**src/rtl/iat_pkg.sv**
```systemverilog
package iat_pkg;

  // ------------------------------------------------------------
  // Source map
  // ------------------------------------------------------------
  // Index 0 ranks highest in the fixed priority order
  localparam int NUM_SRC = 4;
  localparam int SRC_W = 2;
  localparam logic [SRC_W-1:0] SRC_EXTERNAL_ZERO = 2'h0;
  localparam logic [SRC_W-1:0] SRC_INTERVAL_TIMER = 2'h1;
  localparam logic [SRC_W-1:0] SRC_SERIAL = 2'h2;
  localparam logic [SRC_W-1:0] SRC_TIMER_EVENT = 2'h3;

  // ------------------------------------------------------------
  // Processing status (high bit, low bit)
  // ------------------------------------------------------------
  localparam logic [1:0] STATUS_0 = 2'h0;
  localparam logic [1:0] STATUS_1 = 2'h1;
  localparam logic [1:0] STATUS_2 = 2'h2;
  localparam logic [1:0] STATUS_RESET = STATUS_0;

  // ------------------------------------------------------------
  // Entry sequence and vector layout
  // ------------------------------------------------------------
  localparam int ENTRY_CYCLES = 3;
  localparam int VEC_ADDR_W = 14;
  localparam logic [VEC_ADDR_W-1:0] VEC_ADDR_RESET = 14'h0000;

  // Edge select register: bit 0 picks key falling edge over pin rising edge
  localparam int EDGE_SEL_W = 4;
  localparam int EDGE_SEL_KEY_BIT = 0;
  localparam int KEY_W = 8;

  // Entry sequencer, Gray along the usual path
  typedef enum logic [1:0] {
    IAT_RUN = 2'b00,
    IAT_ENTRY1 = 2'b01,
    IAT_ENTRY2 = 2'b11,
    IAT_ENTRY3 = 2'b10
  } iat_state_type;

endpackage

```
**src/rtl/iat_flag.sv**
```systemverilog
`timescale 1ns/10ps
`default_nettype none

// Sticky request flag: hardware or software sets, software or the
// entry sequence clears; a set in the clearing cycle is kept.
module iat_flag (
  // Clock and reset
  input wire logic clk,
  input wire logic reset_n,
  // Set and clear strobes
  input wire logic set,
  input wire logic clr,
  // Flag state
  output logic flag
);

  logic next_flag;

  // Set wins so a late event is never lost
  always_comb begin
    next_flag = flag;
    if (clr) begin
      next_flag = 1'b0;
    end
    if (set) begin
      next_flag = 1'b1;
    end
  end

  // Flag register
  always_ff @(posedge clk) begin
    if (!reset_n) begin
      flag <= 1'b0;
    end else begin
      flag <= next_flag;
    end
  end

endmodule

`default_nettype wire

```
**src/rtl/iat_ctrl.sv**
```systemverilog
// Operation
// - Flag set in last cycle: one more instruction, three-cycle entry, then routine.
// - After interrupt-control instructions, run one further instruction before entry.
// - Global disable right after a request keeps that request pending.
// - Flag set before last cycle: finish instruction, three-cycle entry, routine.
// - Entry loads memory bank and register bank enables from the vector entry.
// - Software-set request flags behave exactly like hardware requests.
// - Reset disables all interrupts and sets status 0.
// - Acceptance needs both the source enable and master enable flags.
// - Low-priority acceptance from status 0 moves to status 1, blocking low requests.
// - Return from service restores status and re-opens blocked interrupts.
// - Requests raised while disabled stay flagged and run once enabled.
// - Two simultaneous low requests: higher fixed priority first, other held.
// - Designated high request beats low one; low ones wait during its routine.
// - Several pending after return: taken one at a time, highest first.
// - Software clearing to status 0 inside a routine allows nesting again.
// - Two test sources: external edge detector and clock timer signal.
// - Test request flag set by its source, cleared only by software.
// - Standby release when a test request and its enable are both one.
// - Clock timer test flag set by timer output, with its own enable.
// - External test flag set by pin rising edge or first key falling edge.
// - High source accepted in status 0 or 1, others only in status 0.
// - Status saved with program status word on entry, restored on return.
`timescale 1ns/10ps
`default_nettype none
module iat_ctrl (
  // Clock and reset
  input wire logic clk,
  input wire logic reset_n,
  // Instruction sequencer status
  input wire logic instr_last,
  input wire logic instr_is_ei,
  input wire logic instr_is_di,
  input wire logic instr_is_return_from_service,
  input wire logic [1:0] return_from_service_status,
  // Software access to status bits
  input wire logic status_wr,
  input wire logic [1:0] status_wr_data,
  // Interrupt sources
  input wire logic [iat_pkg::NUM_SRC-1:0] hw_request,
  input wire logic [iat_pkg::NUM_SRC-1:0] sw_request_set,
  input wire logic [iat_pkg::NUM_SRC-1:0] sw_request_clr,
  input wire logic [iat_pkg::NUM_SRC-1:0] source_enable_flag,
  // High priority designation
  input wire logic priority_valid,
  input wire logic [iat_pkg::SRC_W-1:0] priority_select_register,
  // Vector table entry of the source on vector_index
  input wire logic vec_memory_bank_enable,
  input wire logic vec_register_bank_enable,
  input wire logic [iat_pkg::VEC_ADDR_W-1:0] vec_start_addr,
  // Test sources and controls
  input wire logic edge_test_input,
  input wire logic [iat_pkg::KEY_W-1:0] key_inputs,
  input wire logic [iat_pkg::EDGE_SEL_W-1:0] edge_select_register,
  input wire logic clock_timer_test_source,
  input wire logic edge_test_enable,
  input wire logic clock_timer_test_enable,
  input wire logic edge_test_clr,
  input wire logic clock_timer_test_clr,
  // Entry sequence to the sequencer
  output logic entry_busy,
  output logic [iat_pkg::SRC_W-1:0] vector_index,
  output logic stack_save,
  output logic [1:0] saved_status,
  output logic service_start,
  output logic [iat_pkg::VEC_ADDR_W-1:0] service_addr,
  output logic memory_bank_enable,
  output logic register_bank_enable,
  // Visible state
  output logic master_enable_flag,
  output logic status_bit_high,
  output logic status_bit_low,
  output logic [iat_pkg::NUM_SRC-1:0] source_request_flag,
  output logic edge_test_request,
  output logic clock_timer_test_request,
  output logic standby_release
);

  import iat_pkg::*;

  // ------------------------------------------------------------
  // Request flags
  // ------------------------------------------------------------
  logic [NUM_SRC-1:0] entry_clr;

  // Software sets share the hardware path, so they are handled alike
  genvar gi;
  generate
    for (gi = 0; gi < NUM_SRC; gi++) begin : g_src
      iat_flag u_flag (
        .clk(clk),
        .reset_n(reset_n),
        .set(hw_request[gi] | sw_request_set[gi]),
        .clr(sw_request_clr[gi] | entry_clr[gi]),
        .flag(source_request_flag[gi])
      );
    end
  endgenerate

  // ------------------------------------------------------------
  // Acceptance and priority
  // ------------------------------------------------------------
  logic [1:0] status;
  logic [NUM_SRC-1:0] armed;
  logic [NUM_SRC-1:0] high_mask;
  logic [NUM_SRC-1:0] low_ok;
  logic high_ok;
  logic any_ok;
  logic [SRC_W-1:0] pick;
  // Both enables required; flags stay pending while either is off
  assign armed = source_request_flag & source_enable_flag
                 & {NUM_SRC{master_enable_flag}};
  assign high_mask = priority_valid ? (NUM_SRC'(1) << priority_select_register)
                                    : '0;
  // High source in status 0 or 1, low ones only in status 0
  assign high_ok = |(armed & high_mask) && (status != STATUS_2);
  assign low_ok = (status == STATUS_0) ? (armed & ~high_mask) : '0;

  // High one first, then lowest index among the low ones
  always_comb begin
    pick = '0;
    any_ok = 1'b0;
    if (high_ok) begin
      pick = priority_select_register;
      any_ok = 1'b1;
    end else begin
      for (int i = NUM_SRC - 1; i >= 0; i--) begin
        if (low_ok[i]) begin
          pick = SRC_W'(i);
          any_ok = 1'b1;
        end
      end
    end
  end

  // ------------------------------------------------------------
  // Entry sequencer
  // ------------------------------------------------------------
  iat_state_type state;
  iat_state_type next_state;
  logic accept;
  logic [SRC_W-1:0] next_vector_index;
  // Flags are registered, so a flag set in the last cycle is seen only
  // at the end of the following instruction; control instructions never
  // end in acceptance, which also holds a request across a global disable.
  assign accept = (state == IAT_RUN) && instr_last && any_ok
                  && !instr_is_ei && !instr_is_di;
  assign entry_busy = (state != IAT_RUN);

  // Fixed three-cycle walk after acceptance
  always_comb begin
    next_state = state;
    next_vector_index = vector_index;
    unique case (state)
      IAT_RUN: begin
        if (accept) begin
          next_state = IAT_ENTRY1;
          next_vector_index = pick;
        end
      end
      IAT_ENTRY1: begin
        next_state = IAT_ENTRY2;
      end
      IAT_ENTRY2: begin
        next_state = IAT_ENTRY3;
      end
      IAT_ENTRY3: begin
        next_state = IAT_RUN;
      end
    endcase
  end

  // Sequencer registers
  always_ff @(posedge clk) begin
    if (!reset_n) begin
      state <= IAT_RUN;
      vector_index <= '0;
    end else begin
      state <= next_state;
      vector_index <= next_vector_index;
    end
  end

  // Clear the accepted flag in the first entry cycle
  always_comb begin
    entry_clr = '0;
    if (state == IAT_ENTRY1) begin
      entry_clr[vector_index] = 1'b1;
    end
  end

  // ------------------------------------------------------------
  // Status, master enable, vector loads
  // ------------------------------------------------------------
  logic [1:0] next_status;
  logic next_master;
  logic next_stack_save;
  logic [1:0] next_saved_status;
  logic next_service_start;
  logic [VEC_ADDR_W-1:0] next_service_addr;
  logic next_mbe;
  logic next_rbe;
  // Status steps up at the end of entry; return restores the stacked copy
  always_comb begin
    next_status = status;
    next_master = master_enable_flag;
    next_stack_save = 1'b0;
    next_saved_status = saved_status;
    next_service_start = 1'b0;
    next_service_addr = service_addr;
    next_mbe = memory_bank_enable;
    next_rbe = register_bank_enable;
    if (instr_last && instr_is_ei) begin
      next_master = 1'b1;
    end
    if (instr_last && instr_is_di) begin
      next_master = 1'b0;
    end
    if (status_wr) begin
      next_status = status_wr_data;
    end
    if (instr_last && instr_is_return_from_service) begin
      next_status = return_from_service_status;
    end
    if (state == IAT_ENTRY1) begin
      next_stack_save = 1'b1;
      next_saved_status = status;
    end
    if (state == IAT_ENTRY3) begin
      next_service_start = 1'b1;
      next_service_addr = vec_start_addr;
      next_mbe = vec_memory_bank_enable;
      next_rbe = vec_register_bank_enable;
      next_status = (status == STATUS_0) ? STATUS_1 : STATUS_2;
    end
  end

  // Reset leaves every interrupt disabled in status 0
  always_ff @(posedge clk) begin
    if (!reset_n) begin
      status <= STATUS_RESET;
      master_enable_flag <= 1'b0;
      stack_save <= 1'b0;
      saved_status <= STATUS_RESET;
      service_start <= 1'b0;
      service_addr <= VEC_ADDR_RESET;
      memory_bank_enable <= 1'b0;
      register_bank_enable <= 1'b0;
    end else begin
      status <= next_status;
      master_enable_flag <= next_master;
      stack_save <= next_stack_save;
      saved_status <= next_saved_status;
      service_start <= next_service_start;
      service_addr <= next_service_addr;
      memory_bank_enable <= next_mbe;
      register_bank_enable <= next_rbe;
    end
  end

  assign status_bit_high = status[1];
  assign status_bit_low = status[0];

  // ------------------------------------------------------------
  // Test sources
  // ------------------------------------------------------------
  logic edge_s1;
  logic edge_s2;
  logic edge_d;
  logic [KEY_W-1:0] key_s1;
  logic [KEY_W-1:0] key_s2;
  logic keys_high_d;
  logic next_edge_d;
  logic next_keys_high_d;
  logic edge_event;
  logic key_event;
  logic edge_test_set;
  // Pin inputs pass two flops before any edge logic looks at them
  always_ff @(posedge clk) begin
    if (!reset_n) begin
      edge_s1 <= 1'b0;
      edge_s2 <= 1'b0;
      key_s1 <= '0;
      key_s2 <= '0;
    end else begin
      edge_s1 <= edge_test_input;
      edge_s2 <= edge_s1;
      key_s1 <= key_inputs;
      key_s2 <= key_s1;
    end
  end

  // Edge history; a key held low masks falls on the other keys
  always_comb begin
    next_edge_d = edge_s2;
    next_keys_high_d = &key_s2;
  end

  // History registers
  always_ff @(posedge clk) begin
    if (!reset_n) begin
      edge_d <= 1'b0;
      keys_high_d <= 1'b0;
    end else begin
      edge_d <= next_edge_d;
      keys_high_d <= next_keys_high_d;
    end
  end

  assign edge_event = edge_s2 & ~edge_d;
  assign key_event = keys_high_d & ~(&key_s2);
  assign edge_test_set = edge_select_register[EDGE_SEL_KEY_BIT]
                         ? key_event : edge_event;

  // Only software clears these; no entry path touches them
  iat_flag u_edge_test (
    .clk(clk),
    .reset_n(reset_n),
    .set(edge_test_set),
    .clr(edge_test_clr),
    .flag(edge_test_request)
  );
  iat_flag u_timer_test (
    .clk(clk),
    .reset_n(reset_n),
    .set(clock_timer_test_source),
    .clr(clock_timer_test_clr),
    .flag(clock_timer_test_request)
  );

  // Release is a level; enables gate it so a cleared enable suppresses it
  assign standby_release = (edge_test_request & edge_test_enable)
                           | (clock_timer_test_request & clock_timer_test_enable);

endmodule

`default_nettype wire

```
**config.mk**
```make
export PLATFORM = sky130hd
export DESIGN_NAME = iat_ctrl
export DESIGN_NICKNAME = d
export VERILOG_FILES = /design/src/rtl/iat_pkg.sv /design/src/rtl/iat_flag.sv /design/src/rtl/iat_ctrl.sv
export SDC_FILE = /design/constraint.sdc
export NUM_CORES = 1
export LEC_CHECK = 0
export BUFFER_PORTS_ARGS = -buffer_cell sky130_fd_sc_hd__clkbuf_2
export CAP_MARGIN = 40
export CORE_ASPECT_RATIO = 0.5
export CORE_UTILIZATION = 45
export DETAILED_ROUTE_END_ITERATION = 10
export GPL_TIMING_DRIVEN = 1
export PLACE_DENSITY = 0.78
export SETUP_SLACK_MARGIN = 0.5
export SYNTH_ARGS = -nofsm -noshare
export SYNTH_HDL_FRONTEND = slang
export SYNTH_SLANG_ARGS = --single-unit
```
**constraint.sdc**
```tcl
create_clock -name clk -period 2.1 [get_ports clk]
set_clock_uncertainty 0.2 [all_clocks]
set_input_delay 0.42 -clock clk [delete_from_list [all_inputs] [get_ports clk]]
set_output_delay 0.42 -clock clk [all_outputs]
set_load 0.005 [all_outputs]
```
Word-level counts from Yosys, hierarchy flattened
Index checks and enable logic that the tools add are counted.
{ "totals": {"regBits": 53, "in_bits": 64} }
{ "classes": {"n_lt_le_gt_ge": 2, "eq_ne": 5, "shifts": 1, "mux": 36, "bitwise": 21, "n_reduce_logical": 25} }
{ "op_table": {"columns": ["cell", "count"], "rows": [
  ["1-bit 2-to-1 mux", 21],
  ["2-bit 2-to-1 mux", 10],
  ["4-bit bitwise AND", 4],
  ["2-bit nonzero test", 7],
  ["4-bit 2-to-1 mux", 3],
  ["1-bit logical AND", 9],
  ["1-bit bitwise OR", 9],
  ["2-bit one-hot mux with 4 select lines", 1],
  ["8-bit AND reduction", 1],
  ["1-bit bitwise AND", 4],
  ["2-bit equality test (second input constant)", 2],
  ["2-bit logical NOT", 2],
  ["2-bit inequality test (second input constant)", 2],
  ["4-bit NOT", 1],
  ["4-bit OR reduction", 1],
  ["1-bit by 2-bit << shifter with 4-bit output (first input constant)", 1],
  ["2-bit by 3-bit < comparator with 1-bit output (second input constant)", 1],
  ["1-bit NOT", 3],
  ["3-bit nonzero test", 1],
  ["1-bit demux with 2-bit select", 1],
  ["2-bit by 1-bit equality test with 1-bit output (second input constant)", 1],
  ["2-bit by 1-bit >= comparator with 1-bit output (second input constant)", 1],
  ["1-bit logical NOT", 2],
  ["2-bit AND reduction", 1],
  ["2-bit OR reduction", 1]
]} }

Logic depth before layout (Yosys ltp)
Gate-level depths: netlist of run 1.
{ "logic_depth": {"word_depth": 15, "depth_mapped": 5, "mapped_depth_nobuf": 5} }

Hierarchy
From an unflattened synthesis of run 1, not the netlist that was laid out.
{ "unflattened": {"cells_unflattened": 224, "hier_area_um2": 2112.0} }
{ "by_module_without_submodules": {"columns": ["mod", "instances", "cells_each", "area_per_inst_um2"], "rows": [
  ["iat_ctrl", 1, 206, 1864.3],
  ["iat_flag", 6, 3, 41.3]
]} }

Worst setup path after synthesis of run 1
Ideal clock, no wire load.
{ "synth_path": {"path_kind": "in2reg", "from": "input port source_enable_flag[1] in the netlist's numbering", "to": "register vector_index[1] in the netlist's numbering", "setup_time_ns": 0.119, "t_arrival_ns": 1.561, "t_required_ns": 1.781, "path_slack_ns": 0.220, "path_stages": 5, "path_buffers": 0, "cell_sequence": "nand2_1 -> mux4_2 -> or2_1 -> mux2i_1 -> o221a_2"} }
{ "synth_via": {"elab_chain_len": 11, "word_cells_on_any_way": 17} }
{ "synth_lines": {"columns": ["item", "line_no", "source"], "rows": [
  ["start: declaration", "iat_ctrl.sv:43", "input wire logic [iat_pkg::NUM_SRC-1:0] source_enable_flag,"],
  ["4-bit bitwise AND *", "iat_ctrl.sv:111", "assign armed = source_request_flag & source_enable_flag"],
  ["4-bit bitwise AND *", "iat_ctrl.sv:112", "& {NUM_SRC{master_enable_flag}};"],
  ["4-bit bitwise AND", "iat_ctrl.sv:117", "assign low_ok = (status == STATUS_0) ? (armed & ~high_mask) : '0;"],
  ["4-bit 2-to-1 mux", "iat_ctrl.sv:117", null],
  ["1-bit 2-to-1 mux (2 in series)", "iat_ctrl.sv:128", "if (low_ok[i]) begin"],
  ["1-bit 2-to-1 mux", "iat_ctrl.sv:123", "if (high_ok) begin"],
  ["1-bit logical AND", "iat_ctrl.sv:146", "assign accept = (state == IAT_RUN) && instr_last && any_ok"],
  ["1-bit logical AND (2 in series)", "iat_ctrl.sv:147", "&& !instr_is_ei && !instr_is_di;"],
  ["2-bit AND reduction (no line)", null, null],
  ["end signal: assignment", "iat_ctrl.sv:180", "vector_index <= next_vector_index;"],
  ["end: declaration", "iat_ctrl.sv:62", "output logic [iat_pkg::SRC_W-1:0] vector_index,"]
]} }
Every way passes the cells marked *; elsewhere a longest branch is shown, timed or not.
A chain may end at the register's enable or synchronous reset.

Worst setup path in the final report of run 1
{ "layout_path": {"from": "register g_src[0].u_flag.flag", "to": "register vector_index[1] in the netlist's numbering"} }
{ "layout_via": {"elab_chain_len": 10, "word_cells_on_any_way": 15} }
{ "layout_lines": {"columns": ["item", "line_no", "source"], "rows": [
  ["start: declaration", "iat_flag.sv:14", "output logic flag"],
  ["start signal: assignment", "iat_flag.sv:35", "flag <= next_flag;"],
  ["4-bit bitwise AND *", "iat_ctrl.sv:111", null],
  ["4-bit bitwise AND *", "iat_ctrl.sv:112", null],
  ["4-bit bitwise AND, on equally long branches", "iat_ctrl.sv:117, iat_ctrl.sv:116", null],
  ["4-bit 2-to-1 mux / 4-bit OR reduction (equally long branches)", "iat_ctrl.sv:117, iat_ctrl.sv:116", null],
  ["1-bit 2-to-1 mux / 1-bit logical AND (equally long branches)", "iat_ctrl.sv:128, iat_ctrl.sv:116", null],
  ["1-bit 2-to-1 mux", "iat_ctrl.sv:123", null],
  ["1-bit logical AND", "iat_ctrl.sv:146", null],
  ["1-bit logical AND (2 in series)", "iat_ctrl.sv:147", null],
  ["2-bit AND reduction (no line)", null, null]
]} }
Marks and branches as above.

==> impl_metrics.toml, run 1 <==
[logic_synthesis]
synth-edff-count = 0
synth_top_flop_cell = "sky130_fd_sc_hd__dfxtp_1"
synth.yosys.seq_area_share = 0.524
synth_area_per_cell_um2 = 8.80
synth-async-reset-ratio = 0
netlist.area_leader.share = 0.524
ys_ff_latch = 53
yosysWarningCount = 0
total_standard_cell_area_after_synthesis_mm2 = 0.00202
synthCells = 230
cell_taking_the_most_area_after_synthesis = "sky130_fd_sc_hd__dfxtp_1"
post_synth_num_cell_types = 37
yosys-top-cells-area = "sky130_fd_sc_hd__dfxtp_1, sky130_fd_sc_hd__nand2_1, sky130_fd_sc_hd__a21oi_1"
syn_nets = 294

[setup_path]
critical-path-max-stage-delay_ns = 0.52
crit_path_start = "g_src[0].u_flag.flag"
cp-start-kind = "flop"
crit-reg2reg-launch = "g_src[0].u_flag.flag"
worst-path-buf-inv = 0
cp-end-kind = "flop"
path_type_of_the_worst_setup_path = "flop to flop"
crit_required_ns = 2.09
critical_path_peak_fanout = 4
reg_to_reg_setup_timing_slack_ns = 0.24
crit_family = "multiplexers"
critical_path.cell_chain = "nand2_2, mux4_2, or2_1, mux2i_1, o221a_2"
worst-endpoint-arrival_ns = 1.85
cp_slowest_cell = "sky130_fd_sc_hd__mux4_2"

[power]
p_leak_nw = 1.28
ir_worst_vdd_mv = 0.415
fraction_of_power_consumed_by_the_clock_network = 0.363
seqPwrFrac = 0.545
net-switching-power_uw = 436
power.density_mw_per_mm2 = 707
post-layout-total-power_mw = 1.93
power.share.switching = 0.226
comb_power_share = 0.093
cellInternalPower_mw = 1.50

[global_routing]
grt_start_max_net_pins = 24
antenna_violations_before_repair = 0
grtUsageTotal = 0.198
grt_pass1_wl_mm = 7.71
first_global_vias = 1791
globalRouteOverflowTotal = 0

[final_layout]
most-common-layout-cells = "sky130_fd_sc_hd__clkbuf_2, sky130_fd_sc_hd__dfxtp_1, sky130_fd_sc_hd__nand2_1"
share_of_final_layout_standard_cells_stronger_than_drive_strength_1 = 0.386
design.final.nets = 392
area_growth_syn_to_layout_pct = 35.1
layout.cells.most_common = "sky130_fd_sc_hd__clkbuf_2"
n_antenna_cell = 0
fill_cells = 379
finalNonFillerCells = 383

[timing]
worst_slew_margin_rel = 0.688
finalMaxSlewViolations = 0
worst-slew-pin-transition_ns = 0.466
rsz_0062_raised_after_global_routing = "true"
peak_freq_ghz = 0.538
hold_viol = 0
final_min_period_over_clock_period = 0.886
setup_violations = 0
final.min_clock_period_ns = 1.86
finalSetupTns_ns = 0

[run_status]
status = "finished, final reports clean"

[placement]
dp_hpwl_mm = 3.41
gpl.final_weighted_congestion = 0.798
port-buffer-count = 93
place.detailed.instances = 372

[floorplanning]
placementRows = 16
ios = 97
die_area_mm2 = 0.00479
initial_utilization = 0.493
die_h_um = 49.4
die-width_um = 96.9
core_area_mm2 = 0.00410

[worst_hold_path]
worst_hold_startpoint = "key_inputs[3]"
worst_hold_path_type = "primary input to flop"

[clock_tree]
tritoncts = "built"
cts_hold_buffers = 0
clock_path_buffers = 2
clock_tree.root_cell = "sky130_fd_sc_hd__clkbuf_8"
cts.reportedPaths.clkPinSlew_ns = 0.10
h-tree-depth = 2
worst_skew_pair.late_latency_ns = 0.30
cts.sinks = 53
cts-buffers-inserted = 5

[detailed_routing]
avgViaCountPerCell = 4.89
drt_drc = 0
dr.pass1.iters = 4
antenna_violating_nets_post_route = 0
detail_route.iter0.violations = 58
num_vias = 1872
wl_met2_mm = 2.24
routed_wire_length_per_instance_um = 11.5
totalWireLength_mm = 4.42
routed.top_layer = "met4"
drt-met1-wl_mm = 1.97
met3_length_um = 165

[run]
drv.max_cap_violation_count = 0
==> power groups by stage <==
stage / logic [mW] / registers [mW] / clock network (mW)
floorplan: 0.0838 / 1.07 / 0
global placement: 0.169 / 1.08 / 0
detailed placement: 0.174 / 1.08 / 0
CTS: 0.175 / 1.05 / 0.721
global route: 0.202 / 1.06 / 0.768
finish: 0.179 / 1.05 / 0.701
==> through the flow <==
stage / area, um^2 / worst slack [ns] / hold slack [ns] / utilization
finish: 2740 / 0.240 / 0.114 / 0.666
global route: 2740 / 0.173 / 0.0983 / 0.666
CTS: 2690 / 0.267 / 0.104 / 0.655
detailed placement: 2560 / 0.0390 / 0.220 / 0.623
global placement: 2560 / 0.0620 / 0.215 / 0.623
floorplan: 2030 / 0.260 / 0.212 / -
==> path summary, 6_finish.rpt <==
check / endpoint / depth (start not counted)
setup / recovery: vector_index[1] / 5
hold / removal: key_s1[3] / 2
setup reg to reg: vector_index[1] / 5
hold reg to reg: edge_s2 / 1
==> area by class of cell <==
class	instances	area, um^2	area share
Clock buffer	5	68.8	0.0252
Clock inverter	3	50.0	0.0183
Inverter	8	30.0	0.0110
Multi-Input combinational cell	157	902	0.330
Sequential cell	53	1080	0.393
Tap cell	54	67.6	0.0247
Timing Repair Buffer	103	541	0.198
==> cell families (layout without fill, tap and decap cells) <==
logic type	count (synthesis)	count (layout)	share of synthesized area
flip-flops	53	53	0.524
AO/OA/AOI/OAI	49	49	0.159
buffers and inverters	20	119	0.0445
AND/OR/NAND/NOR	104	104	0.246
multiplexers	4	4	0.0260
==> sequential cells by signal, indices dropped and copies added, names as in the netlist <==
name	cells
memory_bank_enable	1
edge_s2	1
master_enable_flag	1
state	2
key_s1	8
g_src.u_flag.flag	4
key_s2	8
u_edge_test.flag	1
saved_status	2
service_addr	14
vector_index	2
service_start	1
edge_d	1
u_timer_test.flag	1
stack_save	1
status	2
edge_s1	1
register_bank_enable	1
keys_high_d	1
==> per-layer routing <==
| layer | up-vias | global-route usage |
|---|---|---|
| met4 | 0 | 0.0498 |
| li1 | 975 | - |
| met5 | - | 0 |
| met2 | 39 | 0.371 |
| met3 | 4 | 0.0516 |
| met1 | 854 | 0.226 |
==> repair_timing <==
| action | 4_1_cts | 5_1_grt |
|---|---|---|
| gates resized for setup | 4 | 11 |
| setup endpoints to repair | 4 | 8 |
| setup buffers | 1 | 2 |
| pin swaps | 2 | 2 |
==> cell usage after synthesis, types with 2 or more instances <==
cell type and instances:
sky130_fd_sc_hd__o21ai_0 3, sky130_fd_sc_hd__and3_1 3, sky130_fd_sc_hd__mux2i_1 3, sky130_fd_sc_hd__a221oi_1 2
sky130_fd_sc_hd__nand2b_1 2, sky130_fd_sc_hd__dfxtp_1 53, sky130_fd_sc_hd__inv_1 8, sky130_fd_sc_hd__o211ai_1 2
sky130_fd_sc_hd__a2bb2oi_1 2, sky130_fd_sc_hd__and2_1 20, sky130_fd_sc_hd__clkbuf_1 8, sky130_fd_sc_hd__nand4_1 3
sky130_fd_sc_hd__o31a_1 2, sky130_fd_sc_hd__nand2_1 43, sky130_fd_sc_hd__a21oi_1 26, sky130_fd_sc_hd__buf_4 4
sky130_fd_sc_hd__nor3_1 5, sky130_fd_sc_hd__a211oi_1 2, sky130_fd_sc_hd__nor2_1 18, sky130_fd_sc_hd__nand3b_1 3
sky130_fd_sc_hd__nand3_1 2
==> worst register-to-register path: stages (launching register included) <==
cell and delay (ns):
sky130_fd_sc_hd__dfxtp_4 0.37, sky130_fd_sc_hd__nand2_2 0.04, sky130_fd_sc_hd__mux4_2 0.52, sky130_fd_sc_hd__or2_1 0.28
sky130_fd_sc_hd__mux2i_1 0.12, sky130_fd_sc_hd__o221a_2 0.22
No activity file was read; power rests on OpenSTA's default activity.
==> inputs of run 2 (changes only) <==
Settings changed: MAX_ROUTING_LAYER set to met4.
==> run 2 against run 1 <==
  * First-iteration DRC count down 3.4%
  * Clock power barely moved
  * Sequential cell count did not move
  * Largest cell class unchanged
  * Combinational power barely moved
  * Die area unchanged
  * Routed wire length is essentially flat
==> impl_metrics.toml, run 2 (synthesized netlist as in run 1, its figures left out) <==
[final_layout]
most-common-layout-cells = "sky130_fd_sc_hd__clkbuf_2, sky130_fd_sc_hd__dfxtp_1, sky130_fd_sc_hd__nand2_1"
fill_cells = 379
layout.cells.most_common = "sky130_fd_sc_hd__clkbuf_2"
reg_top3 = "service_addr (14), key_s1 (8), key_s2 (8)"
design.final.nets = 392
largest_reg_flops = 14
area_growth_syn_to_layout_pct = 35.1
fin_util = 0.666
share_of_final_layout_standard_cells_stronger_than_drive_strength_1 = 0.386
top_register = "service_addr"
n_antenna_cell = 0
final_cell_area_mm2 = 0.00274
finalNonFillerCells = 383

[setup_path]
worst-path-buf-inv = 0
critical_path.cell_chain = "nand2_2, mux4_2, or2_1, mux2i_1, o221a_2"
cp-end-kind = "flop"
cp-start-kind = "flop"
crit_required_ns = 2.09
critical_path_peak_fanout = 4
path_type_of_the_worst_setup_path = "flop to flop"
critical-path-max-stage-delay_ns = 0.52
crit_family = "multiplexers"
cp_slowest_cell = "sky130_fd_sc_hd__mux4_2"
worst-endpoint-arrival_ns = 1.86

[power]
p_leak_nw = 1.28
power.density_mw_per_mm2 = 707
post-layout-total-power_mw = 1.93
ir_worst_vdd_mv = 0.414

[clock_tree]
cts-buffers-inserted = 5
worst_skew_pair.late_latency_ns = 0.30
tritoncts = "built"
cts.reportedPaths.clkPinSlew_ns = 0.10
clock_path_buffers = 2
h-tree-depth = 2
clock_tree.root_cell = "sky130_fd_sc_hd__clkbuf_8"
cts_hold_buffers = 0
cts.sinks = 53

[detailed_routing]
avgViaCountPerCell = 4.89
drt_drc = 0
antenna_violating_nets_post_route = 0
dr.pass1.iters = 4
num_vias = 1873
detail_route.iter0.violations = 56
routed_wire_length_per_instance_um = 11.5
totalWireLength_mm = 4.42

[timing]
layout_setup_ws_ns = 0.238
final_min_period_over_clock_period = 0.887
worst-slew-pin-transition_ns = 0.467
worst_slew_margin_rel = 0.687
rsz_0062_raised_after_global_routing = "true"
final.min_clock_period_ns = 1.86
setup_violations = 0
hold-worst-slack_ns = 0.114
finalMaxSlewViolations = 0
finalSetupTns_ns = 0
peak_freq_ghz = 0.537
hold_viol = 0

[placement]
dpl_worst_slack_ns = 0.0390
port-buffer-count = 93
gpl.final_weighted_congestion = 0.810
dp_hpwl_mm = 3.41
place_area_mm2 = 0.00256
place.detailed.instances = 372

[global_routing]
globalRouteOverflowTotal = 0
grt_start_max_net_pins = 24
grtUsageTotal = 0.204
first_global_vias = 1791
antenna_violations_before_repair = 0
grt_pass1_wl_mm = 7.71

[floorplanning]
initial_utilization = 0.493
placementRows = 16
core_area_mm2 = 0.00410
ios = 97
die-width_um = 96.9
die_h_um = 49.4
die_area_mm2 = 0.00479

[run]
drv.max_cap_violation_count = 0

[run_status]
status = "finished, final reports clean"

[worst_hold_path]
worst_hold_path_type = "primary input to flop"
run 2: cell counts in the layout (fill, tap and decap cells not counted):
Identical to the previous run, type by type.
run 2: where the power goes:
| group | internal, mW | switching [mW] |
|---|---|---|
| registers | 1.03 | 0.0185 |
| clock network | 0.365 | 0.335 |
| logic | 0.0970 | 0.0818 |
| total | 1.50 | 0.436 |
run 2: path summary, 6_finish.rpt:
kind	startpoint	endpoint	slack (ns)	cells past startpoint
setup / recovery	g_src[0].u_flag.flag	vector_index[1]	0.24	5
hold reg to reg	edge_s1	edge_s2	0.24	1
setup reg to reg	g_src[0].u_flag.flag	vector_index[1]	0.24	5
hold / removal	key_inputs[3]	key_s1[3]	0.11	2
run 2: cell type report:
cell class / count / area [um^2] / share of cell area
timing repair buffer: 103 / 541 / 0.198
tap: 54 / 67.6 / 0.0247
clock inverter: 3 / 50.0 / 0.0183
clock buffer: 5 / 68.8 / 0.0252
multi-input combinational: 157 / 902 / 0.330
inverter: 8 / 30.0 / 0.0110
sequential: 53 / 1080 / 0.393
run 2: timing repair:
item | in CTS | in global routing
pin swaps | 2 | 2
cloned | 0 | 0
resized for setup | 4 | 11
setup endpoints to repair | 4 | 8
setup buffers | 1 | 2
run 2: worst register-to-register path, stage by stage (launching register included):
cell and delay [ns]:
sky130_fd_sc_hd__dfxtp_4 0.37, sky130_fd_sc_hd__nand2_2 0.04, sky130_fd_sc_hd__mux4_2 0.52, sky130_fd_sc_hd__or2_1 0.28
sky130_fd_sc_hd__mux2i_1 0.12, sky130_fd_sc_hd__o221a_2 0.22
run 2: routing by layer:
metal,vias to the layer above,share of wire,GRT usage
li1,975,-,-
met1,853,0.45,0.226
met2,39,0.50,0.371
met3,6,0.039,0.0516
met4,0,0.0086,0.0498
met5,-,0,-
==> inputs of run 3 (changes only) <==
Settings changed: CTS_CLUSTER_SIZE set to 40, REMOVE_ABC_BUFFERS set to 1.
==> run 3 against run 2 <==
  * Sequential power about the same
  * Clock-buffer cell count up 1
  * Cell count up 0.26%
  * Via count up 0.43%
  * Critical endpoint unchanged
  * Largest cell class unchanged
  * Largest power group unchanged
==> impl_metrics.toml, run 3 (synthesized netlist as in run 1, its figures left out) <==
[timing]
worst-slew-pin-transition_ns = 0.525
final_min_period_over_clock_period = 0.886
worst_slew_margin_rel = 0.649
setup_violations = 0
peak_freq_ghz = 0.537
hold_viol = 0
finalMaxSlewViolations = 0
rsz_0062_raised_after_global_routing = "true"
final.min_clock_period_ns = 1.86
finalSetupTns_ns = 0

[setup_path]
worst-endpoint-arrival_ns = 1.86
crit-reg2reg-launch = "g_src[0].u_flag.flag"
cp-end-kind = "flop"
reg_to_reg_setup_timing_slack_ns = 0.24
critical_path_peak_fanout = 3
crit_path_start = "g_src[0].u_flag.flag"
cp-start-kind = "flop"
path_type_of_the_worst_setup_path = "flop to flop"
r2r_cells = 6
crit_required_ns = 2.10
capture_point_of_the_worst_reg_to_reg_path = "vector_index[1]"
worstSetupEndpoint = "vector_index[1]"

[detailed_routing]
routed_wire_length_per_instance_um = 12.0
drt_drc = 0
num_vias = 1881
dr.pass1.iters = 4
antenna_violating_nets_post_route = 0
avgViaCountPerCell = 4.90
detail_route.iter0.violations = 52
totalWireLength_mm = 4.60

[final_layout]
reg_top3 = "service_addr (14), key_s1 (8), key_s2 (8)"
sequential_cell_area_mm2 = 0.00107
finalNonFillerCells = 384
multi_input_comb_area_um2 = 905
fill_cells = 354
share_of_final_layout_standard_cells_stronger_than_drive_strength_1 = 0.382
area_growth_syn_to_layout_pct = 34.5
largest_reg_flops = 14
most-common-layout-cells = "sky130_fd_sc_hd__clkbuf_2, sky130_fd_sc_hd__dfxtp_1, sky130_fd_sc_hd__nand2_1"
layout.cells.most_common = "sky130_fd_sc_hd__clkbuf_2"
n_antenna_cell = 0
top_register = "service_addr"
design.final.nets = 393

[power]
ir_worst_vdd_mv = 0.415
power.density_mw_per_mm2 = 676
fraction_of_power_consumed_by_the_clock_network = 0.330
post-layout-total-power_mw = 1.84
p_leak_nw = 1.27
seqPwrFrac = 0.570
cellInternalPower_mw = 1.41
comb_power_share = 0.100
power.share.switching = 0.236
net-switching-power_uw = 434

[clock_tree]
clock_path_buffers = 2
cts_hold_buffers = 0
h-tree-depth = 2
clock_tree.root_cell = "sky130_fd_sc_hd__clkbuf_8"
cts.sinks = 53
worst_skew_pair.late_latency_ns = 0.31
cts-buffers-inserted = 5
cts.reportedPaths.clkPinSlew_ns = 0.09
tritoncts = "built"

[global_routing]
grt_start_max_net_pins = 24
first_global_vias = 1791
globalRouteOverflowTotal = 0
antenna_violations_before_repair = 0
grtUsageTotal = 0.204
grt_pass1_wl_mm = 7.69

[floorplanning]
core_area_mm2 = 0.00410
ios = 97
placementRows = 16
initial_utilization = 0.493
die-width_um = 96.9
die_h_um = 49.4
die_area_mm2 = 0.00479

[placement]
port-buffer-count = 93
place.detailed.instances = 373
gpl.final_weighted_congestion = 0.784
dp_hpwl_mm = 3.46

[run]
drv.max_cap_violation_count = 0

[worst_hold_path]
worst_hold_path_type = "primary input to flop"

[run_status]
status = "finished, final reports clean"
==> run 3: power groups by stage <==
stage	Sequential [mW]	Combinational [mW]	Clock [mW]
floorplan	1.07	0.0703	0
global placement	1.07	0.169	0
detailed placement	1.08	0.174	0
CTS	1.05	0.181	0.627
global route	1.05	0.205	0.662
finish	1.05	0.184	0.607
==> run 3: how the worst min path moves through the flow <==
stage                                     to     startpoint  depth (start not counted)
final                     master_enable_flag    instr_is_di                          2
after global routing      master_enable_flag    instr_is_di                          2
after CTS                          key_s1[7]  key_inputs[7]                          2
after detailed placement           key_s2[2]      key_s1[2]                          1
after global placement             key_s2[5]      key_s1[5]                          1
after floorplan                      edge_s2        edge_s1                          1
==> run 3: per-stage QoR <==
step	hold WS (ns)	area (um^2)	utilization	setup slack, ns
after floorplan	0.212	1960	-	0.219
after global placement	0.217	2560	0.623	0.0289
after detailed placement	0.218	2560	0.623	-0.000671
after CTS	0.102	2690	0.656	0.291
after global routing	0.102	2720	0.664	0.190
final	0.111	2720	0.664	0.239
==> run 3: per-layer routing <==
layer,share of wire,wire (um),track usage,up-vias
li1,-,-,-,974
met1,0.43,1990,0.224,851
met2,0.51,2360,0.379,51
met3,0.044,202,0.0415,5
met4,0.0087,40,0.0622,0
met5,0,0,-,-
==> run 3: cell type report <==
| type | count | area share |
|---|---|---|
| inverter | 8 | 0.0110 |
| sequential | 53 | 0.394 |
| clock inverter | 2 | 0.00643 |
| timing repair buffer | 104 | 0.201 |
| multi-input combinational | 157 | 0.332 |
| tap | 54 | 0.0248 |
| clock buffer | 6 | 0.0303 |
==> run 3: critical path: stages (launching register included) <==
cell and delay, ns:
sky130_fd_sc_hd__dfxtp_2 0.33, sky130_fd_sc_hd__buf_4 0.13, sky130_fd_sc_hd__and3_1 0.19, sky130_fd_sc_hd__o21ai_0 0.36, sky130_fd_sc_hd__o32a_1 0.23, sky130_fd_sc_hd__a21oi_2 0.07
sky130_fd_sc_hd__o221a_2 0.26
==> run 3: what timing repair did <==
action,CTS,global route
setup endpoints to repair,4,5
setup buffers,2,1
gates resized for setup,8,6
pin swaps,3,1
